==> src/logic/probe_latch_pkg.sv <==
package probe_latch_pkg;
  localparam logic [15:0] IDX_CONTROL = 16'h60b8;
  localparam logic [15:0] IDX_STATE = 16'h60b9;
  localparam logic [15:0] IDX_C1_RISE = 16'h60ba;
  localparam logic [15:0] IDX_C1_FALL = 16'h60bb;
  localparam logic [15:0] IDX_C2_RISE = 16'h60bc;
  localparam logic [15:0] IDX_C2_FALL = 16'h60bd;
  // own registers: input function assignment for two terminals
  localparam logic [15:0] IDX_ASSIGN_A = 16'h60be;
  localparam logic [15:0] IDX_ASSIGN_B = 16'h60bf;
  localparam int ADDR_W = 18;
  localparam logic [15:0] CONTROL_MASK = 16'h3f37;
  localparam logic [15:0] CONTROL_RST = 16'h0000;
  localparam logic [31:0] CAPTURE_RST = 32'h00000000;
  localparam logic [7:0] FUNC_RST = 8'h00;
  localparam int CH2_OFS = 8;
  localparam int BIT_EN = 0;
  localparam int BIT_MODE = 1;
  localparam int BIT_SRC = 2;
  localparam int BIT_RISE = 4;
  localparam int BIT_FALL = 5;
  localparam int ST_EN = 0;
  localparam int ST_RISE = 1;
  localparam int ST_FALL = 2;
  localparam logic [7:0] FUNC_CH1_HIGH = 8'h0b;
  localparam logic [7:0] FUNC_CH2_HIGH = 8'h0c;
  localparam logic [7:0] FUNC_CH1_LOW = 8'h6f;
  localparam logic [7:0] FUNC_CH2_LOW = 8'h70;

  typedef struct packed {
    logic en;
    logic continuous;
    logic src_ref;
    logic rise_en;
    logic fall_en;
  } chan_cfg_type;

  typedef struct packed {
    logic rise;
    logic fall;
  } edge_type;

  function automatic logic [ADDR_W-1:0] byte_addr(input logic [15:0] idx);
    byte_addr = {idx, 2'b00};
  endfunction

  function automatic chan_cfg_type cfg_of(input logic [15:0] ctl, input int ofs);
    cfg_of.en = ctl[ofs + BIT_EN];
    cfg_of.continuous = ctl[ofs + BIT_MODE];
    cfg_of.src_ref = ctl[ofs + BIT_SRC];
    cfg_of.rise_en = ctl[ofs + BIT_RISE];
    cfg_of.fall_en = ctl[ofs + BIT_FALL];
  endfunction
endpackage

==> src/logic/dual_probe_position_latch.sv <==
`timescale 1ns/1ps
`default_nettype none
module dual_probe_position_latch
  import probe_latch_pkg::*;
#(
  parameter int POS_W = 32,
  parameter int TURN_W = 20
)
(
  // apb clock and reset
  input wire logic pclk,
  input wire logic presetn,
  // apb slave
  input wire logic psel,
  input wire logic penable,
  input wire logic pwrite,
  input wire logic [ADDR_W-1:0] paddr,
  input wire logic [31:0] pwdata,
  input wire logic [3:0] pstrb,
  output logic [31:0] prdata,
  output logic pready,
  output logic pslverr,
  // digital input terminals
  input wire logic digital_input_terminal_a,
  input wire logic digital_input_terminal_b,
  // encoder feedback
  input wire logic enc_ref_pulse,
  input wire logic enc_absolute,
  input wire logic [TURN_W-1:0] enc_turn_pos,
  input wire logic signed [POS_W-1:0] cmd_position
);
  logic [15:0] control_r, control_nxt;
  logic [7:0] input_function_assign_a_r, input_function_assign_a_nxt;
  logic [7:0] input_function_assign_b_r, input_function_assign_b_nxt;
  logic [31:0] prdata_r, prdata_nxt;
  logic pready_r, pready_nxt, pslverr_r, pslverr_nxt;
  logic [TURN_W-1:0] turn_last_r, turn_last_nxt;
  logic abs_ref_r, abs_ref_nxt;
  logic [TURN_W-1:0] turn_meta_r, turn_sync_r, turn_meta_nxt, turn_sync_nxt;
  logic abs_meta_r, abs_sync_r, abs_meta_nxt, abs_sync_nxt;
  chan_cfg_type cfg1, cfg2;
  edge_type din_a_edge, din_b_edge, zpulse_edge, ref_edge, din1_edge, din2_edge;
  logic r1_done, f1_done, r2_done, f2_done;
  logic signed [31:0] r1_pos, f1_pos, r2_pos, f2_pos;
  logic [15:0] state_word;
  logic setup, access, wr_ok, hit, any_strb;

  // maps one terminal's edges onto a channel given its function code
  function automatic edge_type route_din(input logic [7:0] code, input logic [7:0] high,
    input logic [7:0] low, input edge_type e);
    route_din = '0;
    if (code == high)
      route_din = e;
    else if (code == low)
    begin
      route_din.rise = e.fall;
      route_din.fall = e.rise;
    end
  endfunction

  probe_sync_edge u_sync_a (
    .pclk(pclk),
    .presetn(presetn),
    .async_in(digital_input_terminal_a),
    .edges(din_a_edge)
  );

  probe_sync_edge u_sync_b (
    .pclk(pclk),
    .presetn(presetn),
    .async_in(digital_input_terminal_b),
    .edges(din_b_edge)
  );

  probe_sync_edge u_sync_z (
    .pclk(pclk),
    .presetn(presetn),
    .async_in(enc_ref_pulse),
    .edges(zpulse_edge)
  );

  always_comb
  begin
    cfg1 = cfg_of(control_r, 0);
    cfg2 = cfg_of(control_r, CH2_OFS);
    din1_edge = route_din(input_function_assign_a_r, FUNC_CH1_HIGH, FUNC_CH1_LOW, din_a_edge)
      | route_din(input_function_assign_b_r, FUNC_CH1_HIGH, FUNC_CH1_LOW, din_b_edge);
    din2_edge = route_din(input_function_assign_a_r, FUNC_CH2_HIGH, FUNC_CH2_LOW, din_a_edge)
      | route_din(input_function_assign_b_r, FUNC_CH2_HIGH, FUNC_CH2_LOW, din_b_edge);
    // absolute encoder: a one-cycle pulse when single-turn position wraps through zero
    abs_ref_nxt = abs_sync_r && (turn_sync_r == '0) && (turn_last_r != '0);
    turn_last_nxt = turn_sync_r;
    turn_meta_nxt = enc_turn_pos;
    turn_sync_nxt = turn_meta_r;
    abs_meta_nxt = enc_absolute;
    abs_sync_nxt = abs_meta_r;
    if (abs_sync_r)
    begin
      ref_edge.rise = abs_ref_nxt;
      ref_edge.fall = abs_ref_r;
    end
    else
      ref_edge = zpulse_edge;
  end

  always_ff @(posedge pclk or negedge presetn)
  begin
    if (!presetn)
    begin
      turn_meta_r <= '0;
      turn_sync_r <= '0;
      abs_meta_r <= 1'b0;
      abs_sync_r <= 1'b0;
      turn_last_r <= '0;
      abs_ref_r <= 1'b0;
    end
    else
    begin
      turn_meta_r <= turn_meta_nxt;
      turn_sync_r <= turn_sync_nxt;
      abs_meta_r <= abs_meta_nxt;
      abs_sync_r <= abs_sync_nxt;
      turn_last_r <= turn_last_nxt;
      abs_ref_r <= abs_ref_nxt;
    end
  end

  probe_channel u_ch1 (
    .pclk(pclk),
    .presetn(presetn),
    .cfg(cfg1),
    .din_edge(din1_edge),
    .ref_edge(ref_edge),
    .position(32'(cmd_position)),
    .rise_done(r1_done),
    .fall_done(f1_done),
    .rise_pos(r1_pos),
    .fall_pos(f1_pos)
  );

  probe_channel u_ch2 (
    .pclk(pclk),
    .presetn(presetn),
    .cfg(cfg2),
    .din_edge(din2_edge),
    .ref_edge(ref_edge),
    .position(32'(cmd_position)),
    .rise_done(r2_done),
    .fall_done(f2_done),
    .rise_pos(r2_pos),
    .fall_pos(f2_pos)
  );

  // apb: one wait state, answer registered in the access cycle
  always_comb
  begin
    state_word = '0;
    state_word[ST_EN] = cfg1.en;
    state_word[ST_RISE] = r1_done;
    state_word[ST_FALL] = f1_done;
    state_word[CH2_OFS + ST_EN] = cfg2.en;
    state_word[CH2_OFS + ST_RISE] = r2_done;
    state_word[CH2_OFS + ST_FALL] = f2_done;
    setup = psel & ~penable;
    access = psel & penable & ~pready_r;
    any_strb = |pstrb;
    control_nxt = control_r;
    input_function_assign_a_nxt = input_function_assign_a_r;
    input_function_assign_b_nxt = input_function_assign_b_r;
    prdata_nxt = prdata_r;
    pslverr_nxt = 1'b0;
    pready_nxt = access;
    hit = 1'b1;
    wr_ok = access & pwrite;
    if (access)
    begin
      prdata_nxt = '0;
      unique case (paddr)
        byte_addr(IDX_CONTROL):
        begin
          prdata_nxt[15:0] = control_r;
          if (wr_ok && any_strb)
          begin
            if (pstrb[0])
              control_nxt[7:0] = pwdata[7:0] & CONTROL_MASK[7:0];
            if (pstrb[1])
              control_nxt[15:8] = pwdata[15:8] & CONTROL_MASK[15:8];
          end
        end
        byte_addr(IDX_STATE):
          prdata_nxt[15:0] = state_word;
        byte_addr(IDX_C1_RISE):
          prdata_nxt = r1_pos;
        byte_addr(IDX_C1_FALL):
          prdata_nxt = f1_pos;
        byte_addr(IDX_C2_RISE):
          prdata_nxt = r2_pos;
        byte_addr(IDX_C2_FALL):
          prdata_nxt = f2_pos;
        byte_addr(IDX_ASSIGN_A):
        begin
          prdata_nxt[7:0] = input_function_assign_a_r;
          if (wr_ok && pstrb[0])
            input_function_assign_a_nxt = pwdata[7:0];
        end
        byte_addr(IDX_ASSIGN_B):
        begin
          prdata_nxt[7:0] = input_function_assign_b_r;
          if (wr_ok && pstrb[0])
            input_function_assign_b_nxt = pwdata[7:0];
        end
        default:
          hit = 1'b0;
      endcase
      pslverr_nxt = ~hit;
      if (pwrite)
        prdata_nxt = '0;
    end
    else if (setup)
      prdata_nxt = '0;
  end

  always_ff @(posedge pclk or negedge presetn)
  begin
    if (!presetn)
    begin
      control_r <= CONTROL_RST;
      input_function_assign_a_r <= FUNC_RST;
      input_function_assign_b_r <= FUNC_RST;
      prdata_r <= '0;
      pready_r <= 1'b0;
      pslverr_r <= 1'b0;
    end
    else
    begin
      control_r <= control_nxt;
      input_function_assign_a_r <= input_function_assign_a_nxt;
      input_function_assign_b_r <= input_function_assign_b_nxt;
      prdata_r <= prdata_nxt;
      pready_r <= pready_nxt;
      pslverr_r <= pslverr_nxt;
    end
  end

  assign prdata = prdata_r;
  assign pready = pready_r;
  assign pslverr = pslverr_r;

  property p_state_mirror;
    @(posedge pclk) disable iff (!presetn)
    (state_word[ST_EN] == control_r[BIT_EN])
      && (state_word[CH2_OFS + ST_EN] == control_r[CH2_OFS + BIT_EN]);
  endproperty
  a_state_mirror: assert property (p_state_mirror)
    else $error("status enable does not mirror control");

  property p_state_unused_zero;
    @(posedge pclk) disable iff (!presetn)
    (state_word & 16'hf8f8) == 16'h0000;
  endproperty
  a_state_unused_zero: assert property (p_state_unused_zero)
    else $error("unused status bit set");

  property p_ctl_unused_zero;
    @(posedge pclk) disable iff (!presetn)
    (control_r & ~CONTROL_MASK) == 16'h0000;
  endproperty
  a_ctl_unused_zero: assert property (p_ctl_unused_zero)
    else $error("reserved control bit stored");

  property p_ctl_write;
    @(posedge pclk) disable iff (!presetn)
    (access && pwrite && paddr == byte_addr(IDX_CONTROL) && pstrb[1:0] == 2'b11)
      |=> control_r == ($past(pwdata[15:0]) & CONTROL_MASK);
  endproperty
  a_ctl_write: assert property (p_ctl_write)
    else $error("control write not stored");

  property p_ch2_layout;
    @(posedge pclk) disable iff (!presetn)
    cfg2.rise_en == control_r[12] && cfg2.fall_en == control_r[13]
      && cfg2.src_ref == control_r[10] && cfg2.continuous == control_r[9];
  endproperty
  a_ch2_layout: assert property (p_ch2_layout)
    else $error("channel two field decode wrong");

  property p_apb_one_wait;
    @(posedge pclk) disable iff (!presetn)
    (psel && !penable) ##1 (psel && penable) |=> pready ##1 !pready;
  endproperty
  a_apb_one_wait: assert property (p_apb_one_wait)
    else $error("apb answer not after one wait");

  property p_pready_pulse;
    @(posedge pclk) disable iff (!presetn)
    pready |=> !pready;
  endproperty
  a_pready_pulse: assert property (p_pready_pulse)
    else $error("pready held longer than one cycle");

  property p_unmapped_err;
    @(posedge pclk) disable iff (!presetn)
    (access && !hit) |=> pready && pslverr;
  endproperty
  a_unmapped_err: assert property (p_unmapped_err)
    else $error("unmapped access without error");

  property p_ro_no_error;
    @(posedge pclk) disable iff (!presetn)
    (access && pwrite && paddr == byte_addr(IDX_C1_RISE)) |=> pready && !pslverr;
  endproperty
  a_ro_no_error: assert property (p_ro_no_error)
    else $error("write to read-only capture flagged as error");

  property p_capture_read;
    @(posedge pclk) disable iff (!presetn)
    (access && !pwrite && paddr == byte_addr(IDX_C1_RISE)) |=> prdata == $past(r1_pos);
  endproperty
  a_capture_read: assert property (p_capture_read)
    else $error("capture read returned wrong word");

  property p_state_read;
    @(posedge pclk) disable iff (!presetn)
    (access && !pwrite && paddr == byte_addr(IDX_STATE))
      |=> prdata == {16'h0000, $past(state_word)};
  endproperty
  a_state_read: assert property (p_state_read)
    else $error("status read returned wrong word");

  property p_din_route_high;
    @(posedge pclk) disable iff (!presetn)
    (input_function_assign_a_r == FUNC_CH1_HIGH && input_function_assign_b_r != FUNC_CH1_HIGH
      && input_function_assign_b_r != FUNC_CH1_LOW) |-> din1_edge == din_a_edge;
  endproperty
  a_din_route_high: assert property (p_din_route_high)
    else $error("active-high terminal not routed to channel one");

  property p_din_route_low;
    @(posedge pclk) disable iff (!presetn)
    (input_function_assign_b_r == FUNC_CH2_LOW && input_function_assign_a_r != FUNC_CH2_HIGH
      && input_function_assign_a_r != FUNC_CH2_LOW)
      |-> din2_edge.rise == din_b_edge.fall && din2_edge.fall == din_b_edge.rise;
  endproperty
  a_din_route_low: assert property (p_din_route_low)
    else $error("active-low terminal not inverted for channel two");

  property p_abs_ref_once;
    @(posedge pclk) disable iff (!presetn)
    (abs_sync_r && ref_edge.rise) |=> !ref_edge.rise && ref_edge.fall;
  endproperty
  a_abs_ref_once: assert property (p_abs_ref_once)
    else $error("absolute reference pulse not one cycle wide");
endmodule
`default_nettype wire

==> src/logic/probe_sync_edge.sv <==
`timescale 1ns/1ps
`default_nettype none
module probe_sync_edge
  import probe_latch_pkg::*;
(
  // clock and reset
  input wire logic pclk,
  input wire logic presetn,
  // asynchronous level in, edges out
  input wire logic async_in,
  output probe_latch_pkg::edge_type edges
);
  logic meta_r, sync_r, last_r;
  logic meta_nxt, sync_nxt, last_nxt;
  logic [2:0] arm_r, arm_nxt;

  always_comb
  begin
    meta_nxt = async_in;
    sync_nxt = meta_r;
    last_nxt = sync_r;
    // no edges until last_r holds a real pin sample: a pin idling high gives no false rise
    arm_nxt = {arm_r[1:0], 1'b1};
    edges.rise = arm_r[2] & sync_r & ~last_r;
    edges.fall = arm_r[2] & ~sync_r & last_r;
  end

  always_ff @(posedge pclk or negedge presetn)
  begin
    if (!presetn)
    begin
      meta_r <= 1'b0;
      sync_r <= 1'b0;
      last_r <= 1'b0;
      arm_r <= 3'b000;
    end
    else
    begin
      arm_r <= arm_nxt;
      meta_r <= meta_nxt;
      sync_r <= sync_nxt;
      last_r <= last_nxt;
    end
  end
endmodule
`default_nettype wire

==> src/logic/probe_channel.sv <==
`timescale 1ns/1ps
`default_nettype none
module probe_channel
  import probe_latch_pkg::*;
(
  // clock and reset
  input wire logic pclk,
  input wire logic presetn,
  // configuration and triggers
  input wire probe_latch_pkg::chan_cfg_type cfg,
  input wire probe_latch_pkg::edge_type din_edge,
  input wire probe_latch_pkg::edge_type ref_edge,
  input wire logic signed [31:0] position,
  // results
  output logic rise_done,
  output logic fall_done,
  output logic signed [31:0] rise_pos,
  output logic signed [31:0] fall_pos
);
  logic rise_done_r, fall_done_r, rise_done_nxt, fall_done_nxt;
  logic signed [31:0] rise_pos_r, fall_pos_r, rise_pos_nxt, fall_pos_nxt;
  edge_type trig;
  logic take_rise, take_fall;

  always_comb
  begin
    trig = cfg.src_ref ? ref_edge : din_edge;
    // single-shot: only while that edge has not yet latched
    take_rise = cfg.en & cfg.rise_en & trig.rise
      & (cfg.continuous | ~rise_done_r);
    take_fall = cfg.en & cfg.fall_en & trig.fall
      & (cfg.continuous | ~fall_done_r);
    rise_pos_nxt = take_rise ? position : rise_pos_r;
    fall_pos_nxt = take_fall ? position : fall_pos_r;
    rise_done_nxt = cfg.en & (rise_done_r | take_rise);
    fall_done_nxt = cfg.en & (fall_done_r | take_fall);
  end

  always_ff @(posedge pclk or negedge presetn)
  begin
    if (!presetn)
    begin
      rise_done_r <= 1'b0;
      fall_done_r <= 1'b0;
      rise_pos_r <= CAPTURE_RST;
      fall_pos_r <= CAPTURE_RST;
    end
    else
    begin
      rise_done_r <= rise_done_nxt;
      fall_done_r <= fall_done_nxt;
      rise_pos_r <= rise_pos_nxt;
      fall_pos_r <= fall_pos_nxt;
    end
  end

  assign rise_done = rise_done_r;
  assign fall_done = fall_done_r;
  assign rise_pos = rise_pos_r;
  assign fall_pos = fall_pos_r;

  property p_single_shot_holds;
    @(posedge pclk) disable iff (!presetn)
    (cfg.en && !cfg.continuous && rise_done_r && $past(cfg.en) && $past(rise_done_r)
      && $past(!cfg.continuous))
    |-> $stable(rise_pos_r);
  endproperty
  a_single_shot_holds: assert property (p_single_shot_holds)
    else $error("single-shot rise capture overwritten");

  property p_rise_capture;
    @(posedge pclk) disable iff (!presetn)
    take_rise |=> (rise_pos_r == $past(position)) && rise_done_r;
  endproperty
  a_rise_capture: assert property (p_rise_capture)
    else $error("rise capture did not latch position");

  property p_fall_capture;
    @(posedge pclk) disable iff (!presetn)
    (cfg.en && cfg.fall_en && trig.fall && !fall_done_r)
      |=> (fall_pos_r == $past(position)) && fall_done_r;
  endproperty
  a_fall_capture: assert property (p_fall_capture)
    else $error("fall capture did not latch position");

  property p_no_rise_when_off;
    @(posedge pclk) disable iff (!presetn)
    !(cfg.en && cfg.rise_en) |=> $stable(rise_pos_r);
  endproperty
  a_no_rise_when_off: assert property (p_no_rise_when_off)
    else $error("rise capture without enable");

  property p_disable_clears;
    @(posedge pclk) disable iff (!presetn)
    !cfg.en |=> !rise_done_r && !fall_done_r;
  endproperty
  a_disable_clears: assert property (p_disable_clears)
    else $error("done flags survive disable");
endmodule
`default_nettype wire

==> config.mk <==
export PLATFORM = sky130hd
export DESIGN_NAME = dual_probe_position_latch
export DESIGN_NICKNAME = d
export VERILOG_FILES = /design/src/logic/probe_latch_pkg.sv /design/src/logic/dual_probe_position_latch.sv /design/src/logic/probe_sync_edge.sv /design/src/logic/probe_channel.sv
export SDC_FILE = /design/constraint.sdc
export NUM_CORES = 1
export LEC_CHECK = 0
export BUFFER_PORTS_ARGS = -buffer_cell sky130_fd_sc_hd__buf_2
export CAP_MARGIN = 20
export CORE_MARGIN = 8
export CORE_UTILIZATION = 52
export DETAILED_ROUTE_END_ITERATION = 16
export GPL_TIMING_DRIVEN = 0
export PLACE_DENSITY = 0.76
export SYNTH_ARGS = -nofsm -noshare
export SYNTH_HDL_FRONTEND = slang
export SYNTH_HIERARCHICAL = 1
export SYNTH_SLANG_ARGS = --single-unit
==> constraint.sdc <==
create_clock -name pclk -period 2.4 [get_ports pclk]
set_clock_uncertainty 0.1 [all_clocks]
set_input_delay 0.12 -clock pclk [delete_from_list [all_inputs] [get_ports pclk]]
set_output_delay 0.12 -clock pclk [all_outputs]
set_load 0.01 [all_outputs]
==> impl_results.md, run 1 <==
- Part of the power in registers: 0.504
- Io pins: 149
- Clk_lat worst skew: 0.53 ns
- Slowest cell on crit path: dfrtp_1
- First-pass GRT wire length: between 40000 and 50000 um
- Drt wl/cell: 22.3 um
- VDD IR-drop max: 0.605 mV
- Ys async rst share: 1.00
- Slew Limit Fails: 0
- Commonest non-fill, non-tap cell in the layout: dfrtp_1
- Worst Path Required: roughly 2.7 ns
- Fmax: ~0.38 GHz
- GRT Resource Usage Total: 0.221
- Power per cell area: around 640 nW/um^2
- 1st-iter DRT viols: just under 500
- Post-layout util: 0.694
- Chip height: roughly 160 um
- Post-route ant nets: 0
- Cell Area, Synth: 11200 sq um
- Synth Area per Inst: 14.5 sq um
- Total power: approximately 9.4 mW
- CP Cell Sequence: nor4_2, nand4_1, o32ai_4, buf_4, mux2i_4, nor3_4, buf_12, buf_12, mux2_2
- Startpoint types: flip-flop
- CP bufs+invs: 3
- DIE WIDTH: 162 um
- CP Max Fanout: 10
- Post-synth EDFFs: 0
- Root Driver: clkbuf_16
- FF+latch count, synth: 274
- Crit. End Element: flip-flop
- Total Wirelength: about 29000 um
- Worst-path clk slew: roughly 0.060 ns
- Detailed placer's ending HPWL: ~18000 um
- Fin cells: roughly 1300
- Vias per std cell: 5.76
- H-tree Lvls: 1
- Minimum clock period: approximately 2.6 ns
- Top Layer Used: met4
- Worst slack, placed: -0.549 ns
- Post-route setup slack: -0.214 ns
- Detailed-router iteration count before antenna repair: 5
- Total CTS buffers: 27
- Clock share of power: 0.441
- Cell count after placement: around 1200
- Final setup vio count: 107
- Commonest cells after routing, fill and taps aside: dfrtp_1 (274), buf_2 (131), mux2_2 (91)
- Most used cell along the critical path: buf_12
- Clock sinks: 274
- Post-Syn Instances: approximately 770
- Failing checks: negative setup slack
- Syn nets: around 880
- Starting density of the core: 0.531
- Hold WC Path Type: in2reg
- Met1 WL: between 10000 and 15000 um
- Via count: 7592
- RSZ-0062 raised after global routing: yes
- Int Pwr: between 7 and 8 mW
- Switching Share: 0.218
- Sequential fraction of the synthesis area: 0.614
- Buffers on Ports: ~130
- Max-cap violations: 0
- Final Cycle Share: 1.09
- Final net count: ~1100
- Synth Warn #: 6
- Hold_ws: roughly 0.012 ns
- Worst rel slew slack: 0.425
- Fin. Hold Viols: 0
- Critical path's largest stage delay: ~0.40 ns
- Pleak: ~6.9 nW
- P&R area growth vs syn: 30.8%
- Unique masters post-synth: ~50
- Post-synth top flop: dfrtp_1
- Placer congestion estimate: 0.830
- Status: finished with violations
- Vias in the first global route: slightly above 8000
- Std-Cell Rows: 53
- Initial antenna violation count: 2
- Slew @ Worst Pin: around 0.86 ns
- Largest net degree at the start of global routing: ~130
- Die ar.: around 26000 sq um
- GR Overflow Total: 0
- Crit path kind: reg2reg
- Share of cells above drive strength 1: 0.397
- Crit path DAT: about 3 ns
- DRC: 0
- Logic gate share of total power: 0.055
- Crit path max-delay family: simple AND/OR/NAND/NOR gates
- TritonCTS clock tree: built
- Routed met3 length: between 1500 and 2000 um
- Net Sw Power: slightly above 2 mW
- Buffer depth of the longest clock path: 3
- WL met2: 14300 um
- Core region area: about 21000 sq um
==> timing repair <==
action	4_1_cts	5_1_grt
cloned	4	2
pin swaps	11	4
hold buffers	75	0
setup endpoints to repair	128	126
gates resized for setup	88	35
setup buffers	21	3
endpoints found under the hold margin	327	0
==> per-layer routing <==
| layer | global-route usage | vias up |
|---|---|---|
| li1 | - | 3352 |
| met1 | 0.284 | 3896 |
| met2 | 0.373 | 281 |
| met3 | 0.0490 | 63 |
| met4 | 0.0614 | 0 |
| met5 | 0 | - |
==> power by group through the flow <==
stage	logic, mW	registers (mW)	clock network [mW]
floorplan	0.132	4.79	0
detailed placement	0.405	4.80	0
CTS	0.512	4.72	4.18
global route	0.563	4.72	4.40
finish	0.518	4.72	4.13
global placement	0.387	4.80	0
==> synth_stat cells (3+ instances only) <==
master / number / area [sq um]
and3_1: 3 / 18.8
o21ai_0: 24 / 120
a221oi_1: 18 / 158
nor2b_1: 10 / 62.6
clkbuf_1: 21 / 78.8
o2bb2ai_1: 3 / 26.3
nand3b_1: 3 / 22.5
nor4_4: 3 / 63.8
buf_2: 6 / 30.0
nand2_1: 43 / 161
conb_1: 3 / 11.3
a31oi_1: 3 / 18.8
a32oi_1: 3 / 26.3
nand4_1: 14 / 87.6
mux2i_1: 15 / 150
nand3_1: 16 / 80.1
nor2_1: 8 / 30.0
buf_6: 14 / 158
a21o_1: 17 / 128
nor3_1: 3 / 15.0
o21a_1: 4 / 30.0
dfrtp_1: 274 / 6860
nor4_1: 14 / 87.6
mux2_2: 153 / 1720
and3b_1: 8 / 70.1
nand4b_1: 4 / 35.0
inv_1: 3 / 11.3
nor3_4: 5 / 81.3
mux4_2: 10 / 225
a22oi_1: 23 / 173
mux2_1: 14 / 158
==> per-stage QoR <==
stage | area [sq um] | setup TNS [ns]
after floorplan | 11200 | 0
after global placement | 12100 | -1048.11
after detailed placement | 12200 | -47.54
after CTS | 14500 | -9.76
after global routing | 14600 | -28.04
final | 14600 | -15.27
==> registers in the layout, indices dropped and copies added, names as in the netlist, 3 cells and up <==
name	cells
control_r	11
u_ch2/fall_pos	32
turn_last_nxt	20
u_sync_a/arm_r	3
prdata	32
u_sync_b/arm_r	3
input_function_assign_b_r	8
input_function_assign_a_r	8
u_ch1/rise_pos	32
turn_last_r	20
u_ch1/fall_pos	32
u_ch2/rise_pos	32
u_sync_z/arm_r	3
turn_meta_r	20
==> worst min-delay path: cells and delay by family <==
kind | cells | cell delay, ns
muxes | 1 | 0.21
buffers and inverters | 1 | 0.16
and+or+nand+nor | 1 | 0.10
==> logic make-up after synthesis <==
logic type / Yosys count / share of synthesized area
multiplexers: 192 / 0.202
flip-flops: 274 / 0.614
AO/OA/AOI/OAI: 105 / 0.0679
buffers and inverters: 46 / 0.0274
other: 3 / 0.00101
AND/OR/NAND/NOR: 148 / 0.0871
==> layout make-up <==
cell class              count  area (sq um)
flip-flops and latches    274          6860
diodes                      2          5.00
well taps                 275           344
multi-input cells         448          4360
plain buffers              40           329
clock inverters             8          93.8
repair buffers            231          1830
inverters                   3          11.3
fillers                  1407          6420
clock buffers              37           763
==> path summary, 6_finish.rpt <==
path | from | to | slack, ns | cells past startpoint
max | turn_last_nxt[5] | u_ch1/rise_pos[23] | -0.21 | 9
min | paddr[2] | control_r[13] | 0.01 | 3
max reg2reg | turn_last_nxt[5] | u_ch1/rise_pos[23] | -0.21 | 9
min reg2reg | turn_meta_r[9] | turn_last_nxt[9] | 0.24 | 0
max in group asynchronous | presetn | turn_last_nxt[14] | 1.15 | 3
min in group asynchronous | presetn | u_ch2/rise_pos[20] | 0.03 | 2
(Power assumes the default switching activity.)
==> inputs of run 2 (changes only) <==
--- a/config.mk
+++ b/config.mk
@@ -7,11 +7,13 @@
 export LEC_CHECK = 0
 export BUFFER_PORTS_ARGS = -buffer_cell sky130_fd_sc_hd__buf_2
 export CAP_MARGIN = 20
+export CORE_ASPECT_RATIO = 1.2
 export CORE_MARGIN = 8
 export CORE_UTILIZATION = 52
 export DETAILED_ROUTE_END_ITERATION = 16
 export GPL_TIMING_DRIVEN = 0
 export PLACE_DENSITY = 0.76
+export SKIP_LAST_GASP = 1
 export SYNTH_ARGS = -nofsm -noshare
 export SYNTH_HDL_FRONTEND = slang
 export SYNTH_HIERARCHICAL = 1
==> impl_results.md, run 2 (synthesized netlist as in run 1, its figures left out) <==
- Hold WC Path Type: in2async
- Slew Limit Fails: 0 (unchanged)
- R2r setup slk: -0.14 ns (+0.07 ns)
- CP Max Fanout: 10 (unchanged)
- VDD IR-drop max: 0.639 mV (+5.6%)
- H-tree Lvls: 1 (unchanged)
- Worst Path Required: 2.71 ns (about the same)
- Failing checks: negative setup slack
- Fin cells: 1310 (-0.61%)
- Setup TNS: -8.85 ns (+6.41 ns)
- Total Wirelength: 29200 um (-0.83%)
- Final net count: 1135 (-0.44%)
- Cell count after placement: 1166 (-0.43%)
- Vias per std cell: 5.79 (+0.52%)
- Detailed-router iteration count before antenna repair: 5 (unchanged)
- Starting density of the core: 0.530 (-0.000600)
- Startpoint types: flip-flop
- Worst-path clk slew: 0.06 ns (about the same)
- Worst rel slew slack: 0.439 (+0.0144)
- Crit. End Element: flip-flop
- Via count: 7585 (-0.092%)
- Total CTS buffers: 27 (unchanged)
- Share of cells above drive strength 1: 0.406 (+0.00904)
- Minimum clock period: 2.54 ns (-0.0722 ns)
- Clk_lat worst skew: 0.54 ns (about the same)
- Std-Cell Rows: 58 (+9.4%)
- TritonCTS clock tree: built
- Total inserted antenna cells: 0 (-2)
- Vias in the first global route: 8265 (+0.33%)
- Worst slack, placed: -0.667 ns (-0.118 ns)
- Largest net degree at the start of global routing: 111 (-16%)
- Commonest cells after routing, fill and taps aside: dfrtp_1 (271), buf_2 (131), mux2_2 (116)
- Buffers on Ports: 126 (unchanged)
- Post-route setup slack: -0.141 ns (+0.0722 ns)
- 1st-iter DRT viols: 505 (+4.1%)
- GRT Resource Usage Total: 0.216 (-0.00521)
- Slew @ Worst Pin: 0.842 ns (-0.0216 ns)
- Die ar.: 26400 sq um (about the same)
- Post-route ant nets: 0 (unchanged)
- Io pins: 149 (unchanged)
- Core region area: 21000 sq um (+0.11%)
- GR Overflow Total: 0 (unchanged)
- Max-cap violations: 0 (unchanged)
- DIE WIDTH: 150 um (-7.9%)
- Detailed placer's ending HPWL: 18700 um (+1.5%)
- Initial antenna violation count: 0 (-2)
- RSZ-0062 raised after global routing: yes
- Chip height: 176 um (+8.6%)
- Fillers: 1411 (+0.28%)
- Clock sinks: 274 (unchanged)
- Root Driver: clkbuf_16
- Final Cycle Share: 1.06 (-0.0301)
- Crit path kind: reg2reg
- Drt wl/cell: 22.3 um (-0.23%)
- Crit path DAT: 2.85 ns (-0.07 ns)
- Status: finished with violations
- Placer congestion estimate: 0.879 (+5.9%)
- Power per cell area: 649 nW/um^2 (+1.2%)
- Final setup vio count: 106 (-0.93%)
- Pleak: 6.91 nW (-0.46%)
- Fin. Hold Viols: 0 (unchanged)
- Fmax: 0.393 GHz (+2.8%)
- DRC: 0 (unchanged)
- Commonest non-fill, non-tap cell in the layout: dfrtp_1
- First-pass GRT wire length: 44600 um (-3.2%)
- P&R area growth vs syn: 30.0%
- Buffer depth of the longest clock path: 3 (unchanged)
==> run 2: per-stage QoR <==
stage	power (mW)	hold WS, ns	util	cell area [sq um]
floorplan	4.93	-0.276	-	11200
global placement	5.18	0.127	0.577	12100
detailed placement	5.21	-0.000681	0.580	12200
CTS	9.47	0.00988	0.671	14100
global route	9.73	0.0206	0.689	14500
finish	9.42	0.00987	0.689	14500
==> run 2: final timing paths <==
kind,start,end,cells after the start
max in group asynchronous,presetn,input_function_assign_b_r[7],3
setup reg to reg,turn_last_nxt[12],u_ch1/rise_pos[26],9
hold reg to reg,turn_meta_r[6],turn_last_nxt[6],0
hold / removal,presetn,u_ch2/fall_pos[20],2
setup / recovery,turn_last_nxt[12],u_ch1/rise_pos[26],9
min in group pclk,paddr[2],control_r[9],3
==> run 2: layer usage <==
metal / track usage / vias up / routed length [um]
met3: 0.0402 / 75 / 2040
met5: 0 / - / 0
met2: 0.389 / 283 / 15200
li1: - / 3350 / -
met4: 0.0747 / 0 / 868
met1: 0.252 / 3877 / 11100
==> run 2: timing repair <==
action	in CTS	in global routing
hold buffers	75	0
hold endpoints to repair	458	0
pin swaps	9	5
buffers inserted	16	0
gates resized for setup	29	64
cloned	0	5
endpoints found under the setup margin	128	127
==> run 2: worst max-delay path: stages, from the launching register on <==
cell     delay, ns
dfrtp_1       0.39
nor4_2        0.30
nand4_1       0.11
buf_4         0.17
o32ai_4       0.31
mux2i_2       0.18
nor3_4        0.15
buf_4         0.17
buf_6         0.17
mux2_2        0.35
==> run 2: cell type report <==
cell class / count / area, sq um / area share
sequential: 274 / 6860 / 0.473
multi-input combinational: 448 / 4340 / 0.299
timing repair buffer: 224 / 1720 / 0.119
clock buffer: 38 / 777 / 0.0536
buffer: 42 / 348 / 0.0240
tap: 270 / 338 / 0.0233
clock inverter: 11 / 111 / 0.00768
inverter: 3 / 11.3 / 0.000776
==> run 2: power by group <==
part           internal, mW  total [mW]  switching [mW]  leakage (nW)
Combinational         0.211       0.510           0.299          2.83
Sequential             4.69        4.72          0.0287          3.64
Clock                  2.47        4.19            1.72         0.442
Total                  7.37        9.42            2.05          6.91
==> inputs of run 3 (changes only) <==
--- a/config.mk
+++ b/config.mk
@@ -13,6 +13,7 @@
 export DETAILED_ROUTE_END_ITERATION = 16
 export GPL_TIMING_DRIVEN = 0
 export PLACE_DENSITY = 0.76
+export REMOVE_ABC_BUFFERS = 1
 export SKIP_LAST_GASP = 1
 export SYNTH_ARGS = -nofsm -noshare
 export SYNTH_HDL_FRONTEND = slang
==> impl_results.md, run 3 (synthesized netlist as in run 1, its figures left out) <==
- Startpoint types: flip-flop
- Crit. End Element: flip-flop
- P&R area growth vs syn: 33.1%
- Critical path's largest stage delay: 0.38 ns (about the same)
- Clk_lat worst skew: 0.53 ns (about the same)
- Initial antenna violation count: 2 (+2)
- VDD IR-drop max: 0.611 mV (-4.4%)
- Fin. Hold Viols: 0 (unchanged)
- Final setup vio count: 120 (+13%)
- Largest net degree at the start of global routing: 119 (+7.2%)
- Post-route setup slack: -0.155 ns (-0.0132 ns)
- Post-route ant nets: 0 (unchanged)
- Hold WC Path Type: in2async
- Final Cycle Share: 1.06 (+0.00549)
- Worst-path clk slew: 0.06 ns (about the same)
- H-tree Lvls: 1 (unchanged)
- Vias in the first global route: 7901 (-4.4%)
- Fmax: 0.391 GHz (-0.52%)
- RSZ-0062 raised after global routing: yes
- Std-Cell Rows: 58 (unchanged)
- Buffers on Ports: 128 (+1.6%)
- TritonCTS clock tree: built
- GRT Resource Usage Total: 0.196 (-0.0195)
- GR Overflow Total: 0 (unchanged)
- Worst rel slew slack: 0.397 (-0.0421)
- Slew @ Worst Pin: 0.905 ns (+0.0632 ns)
- Status: finished with violations
- Detailed placer's ending HPWL: 16100 um (-14%)
- Starting density of the core: 0.530 (unchanged)
- Worst Path Required: 2.71 ns (about the same)
- Minimum clock period: 2.55 ns (+0.0132 ns)
- Slowest cell on crit path: dfrtp_1
- Die ar.: 26400 sq um (unchanged)
- Hold_ws: 0.0187 ns (+0.00879 ns)
- Buffer depth of the longest clock path: 3 (unchanged)
- 1st-iter DRT viols: 395 (-22%)
- Io pins: 149 (unchanged)
- Placer congestion estimate: 0.811 (-7.7%)
- DRC: 0 (unchanged)
- Drt wl/cell: 22.2 um (-0.34%)
- Crit path DAT: 2.87 ns (+0.02 ns)
- Detailed-router iteration count before antenna repair: 5 (unchanged)
- Vias per std cell: 5.84 (+0.80%)
- Cell count after placement: 1138 (-2.4%)
- CP bufs+invs: 3 (unchanged)
- Most used cell along the critical path: clkbuf_16
- Max-cap violations: 0 (unchanged)
- Final net count: 1113 (-1.9%)
- Total Wirelength: 28600 um (-2.0%)
- Failing checks: negative setup slack
- Crit path kind: reg2reg
- Share of cells above drive strength 1: 0.418 (+0.0125)
- Crit path max-delay family: simple AND/OR/NAND/NOR gates
- Root Driver: clkbuf_16
- Clock sinks: 274 (unchanged)
- CP Cell Sequence: nor4_2, nand4_1, buf_4, o32ai_4, mux2i_4, nor3_4, clkbuf_16, clkbuf_16, mux2_2
- DIE WIDTH: 150 um (unchanged)
- Pleak: 7.00 nW (+1.3%)
- Power per cell area: 639 nW/um^2 (-1.6%)
- Commonest non-fill, non-tap cell in the layout: dfrtp_1
- First-pass GRT wire length: 41600 um (-6.7%)
- Total CTS buffers: 27 (unchanged)
- Core region area: 21000 sq um (unchanged)
- Chip height: 176 um (unchanged)
- Commonest cells after routing, fill and taps aside: dfrtp_1 (272), buf_2 (126), mux2_4 (101)
- Slew Limit Fails: 0 (unchanged)
- Fin cells: 1288 (-1.7%)
- Via count: 7517 (-0.90%)
- CP Max Fanout: 7 (-3)
## run 3: cell count changes in the layout (fill, tap and decap cells not counted), sizes merged
| cell | before | now |
|---|---|---|
| clkbuf | 66 | 45 |
| buf | 163 | 158 |
| clkinv | 7 | 4 |
| clkinvlp | 1 | 3 |
| diode | 0 | 2 |
| inv | 4 | 6 |
| bufinv | 2 | 3 |
## run 3: cell type report
cell class / count / area [sq um]
Fill cell: 1344 / 6190
Clock inverter: 13 / 159
Sequential cell: 274 / 6860
Inverter: 3 / 11.3
Clock buffer: 34 / 742
Multi-Input combinational cell: 448 / 4550
Timing Repair Buffer: 244 / 2190
Antenna cell: 2 / 5.00
Tap cell: 270 / 338
## run 3: repair_timing
| action | 4_1_cts | 5_1_grt |
|---|---|---|
| endpoints found under the hold margin | 462 | 0 |
| pin swaps | 10 | 7 |
| resized for setup | 33 | 103 |
| hold buffers | 75 | 0 |
| buffers inserted | 11 | 6 |
| cloned | 1 | 9 |
| setup endpoints to repair | 137 | 128 |
## run 3: per-stage QoR
step | power (mW) | setup WS, ns | TNS, ns | utilization | cell area (sq um)
floorplan | 4.88 | -0.588 | -63.11 | - | 10900
global placement | 5.15 | -3.68 | -1245.38 | 0.563 | 11800
detailed placement | 5.19 | -0.867 | -69.35 | 0.581 | 12200
CTS | 9.56 | -0.160 | -12.74 | 0.675 | 14200
global route | 9.80 | -0.292 | -23.58 | 0.706 | 14800
finish | 9.49 | -0.155 | -10.77 | 0.706 | 14900
## run 3: final timing paths
check	depth (start not counted)	from	to	slack (ns)
worst max-delay path	9	turn_last_nxt[0]	u_ch2/rise_pos[30]	-0.15
worst min-delay path	2	presetn	u_ch2/fall_pos[20]	0.02
worst max register to register	9	turn_last_nxt[0]	u_ch2/rise_pos[30]	-0.15
worst min register to register	0	u_sync_a/arm_r[1]	u_sync_a/arm_r[2]	0.25
max in group asynchronous	3	presetn	input_function_assign_b_r[7]	1.23
min in group pclk	3	paddr[2]	prdata[14]	0.03
## run 3: power breakdown
part	internal [mW]	total (mW)	leakage (nW)	switching, mW
logic	0.216	0.503	2.92	0.287
clock network	2.52	4.27	0.437	1.75
registers	4.69	4.72	3.64	0.0287
## run 3: per-layer routing
metal  track usage  up-vias  routed length, um
met3        0.0366       61               1830
met4        0.0496        4                730
met5             0        -                 16
met1         0.247     3897              11500
li1              -     3300                  -
met2         0.342      255              14500
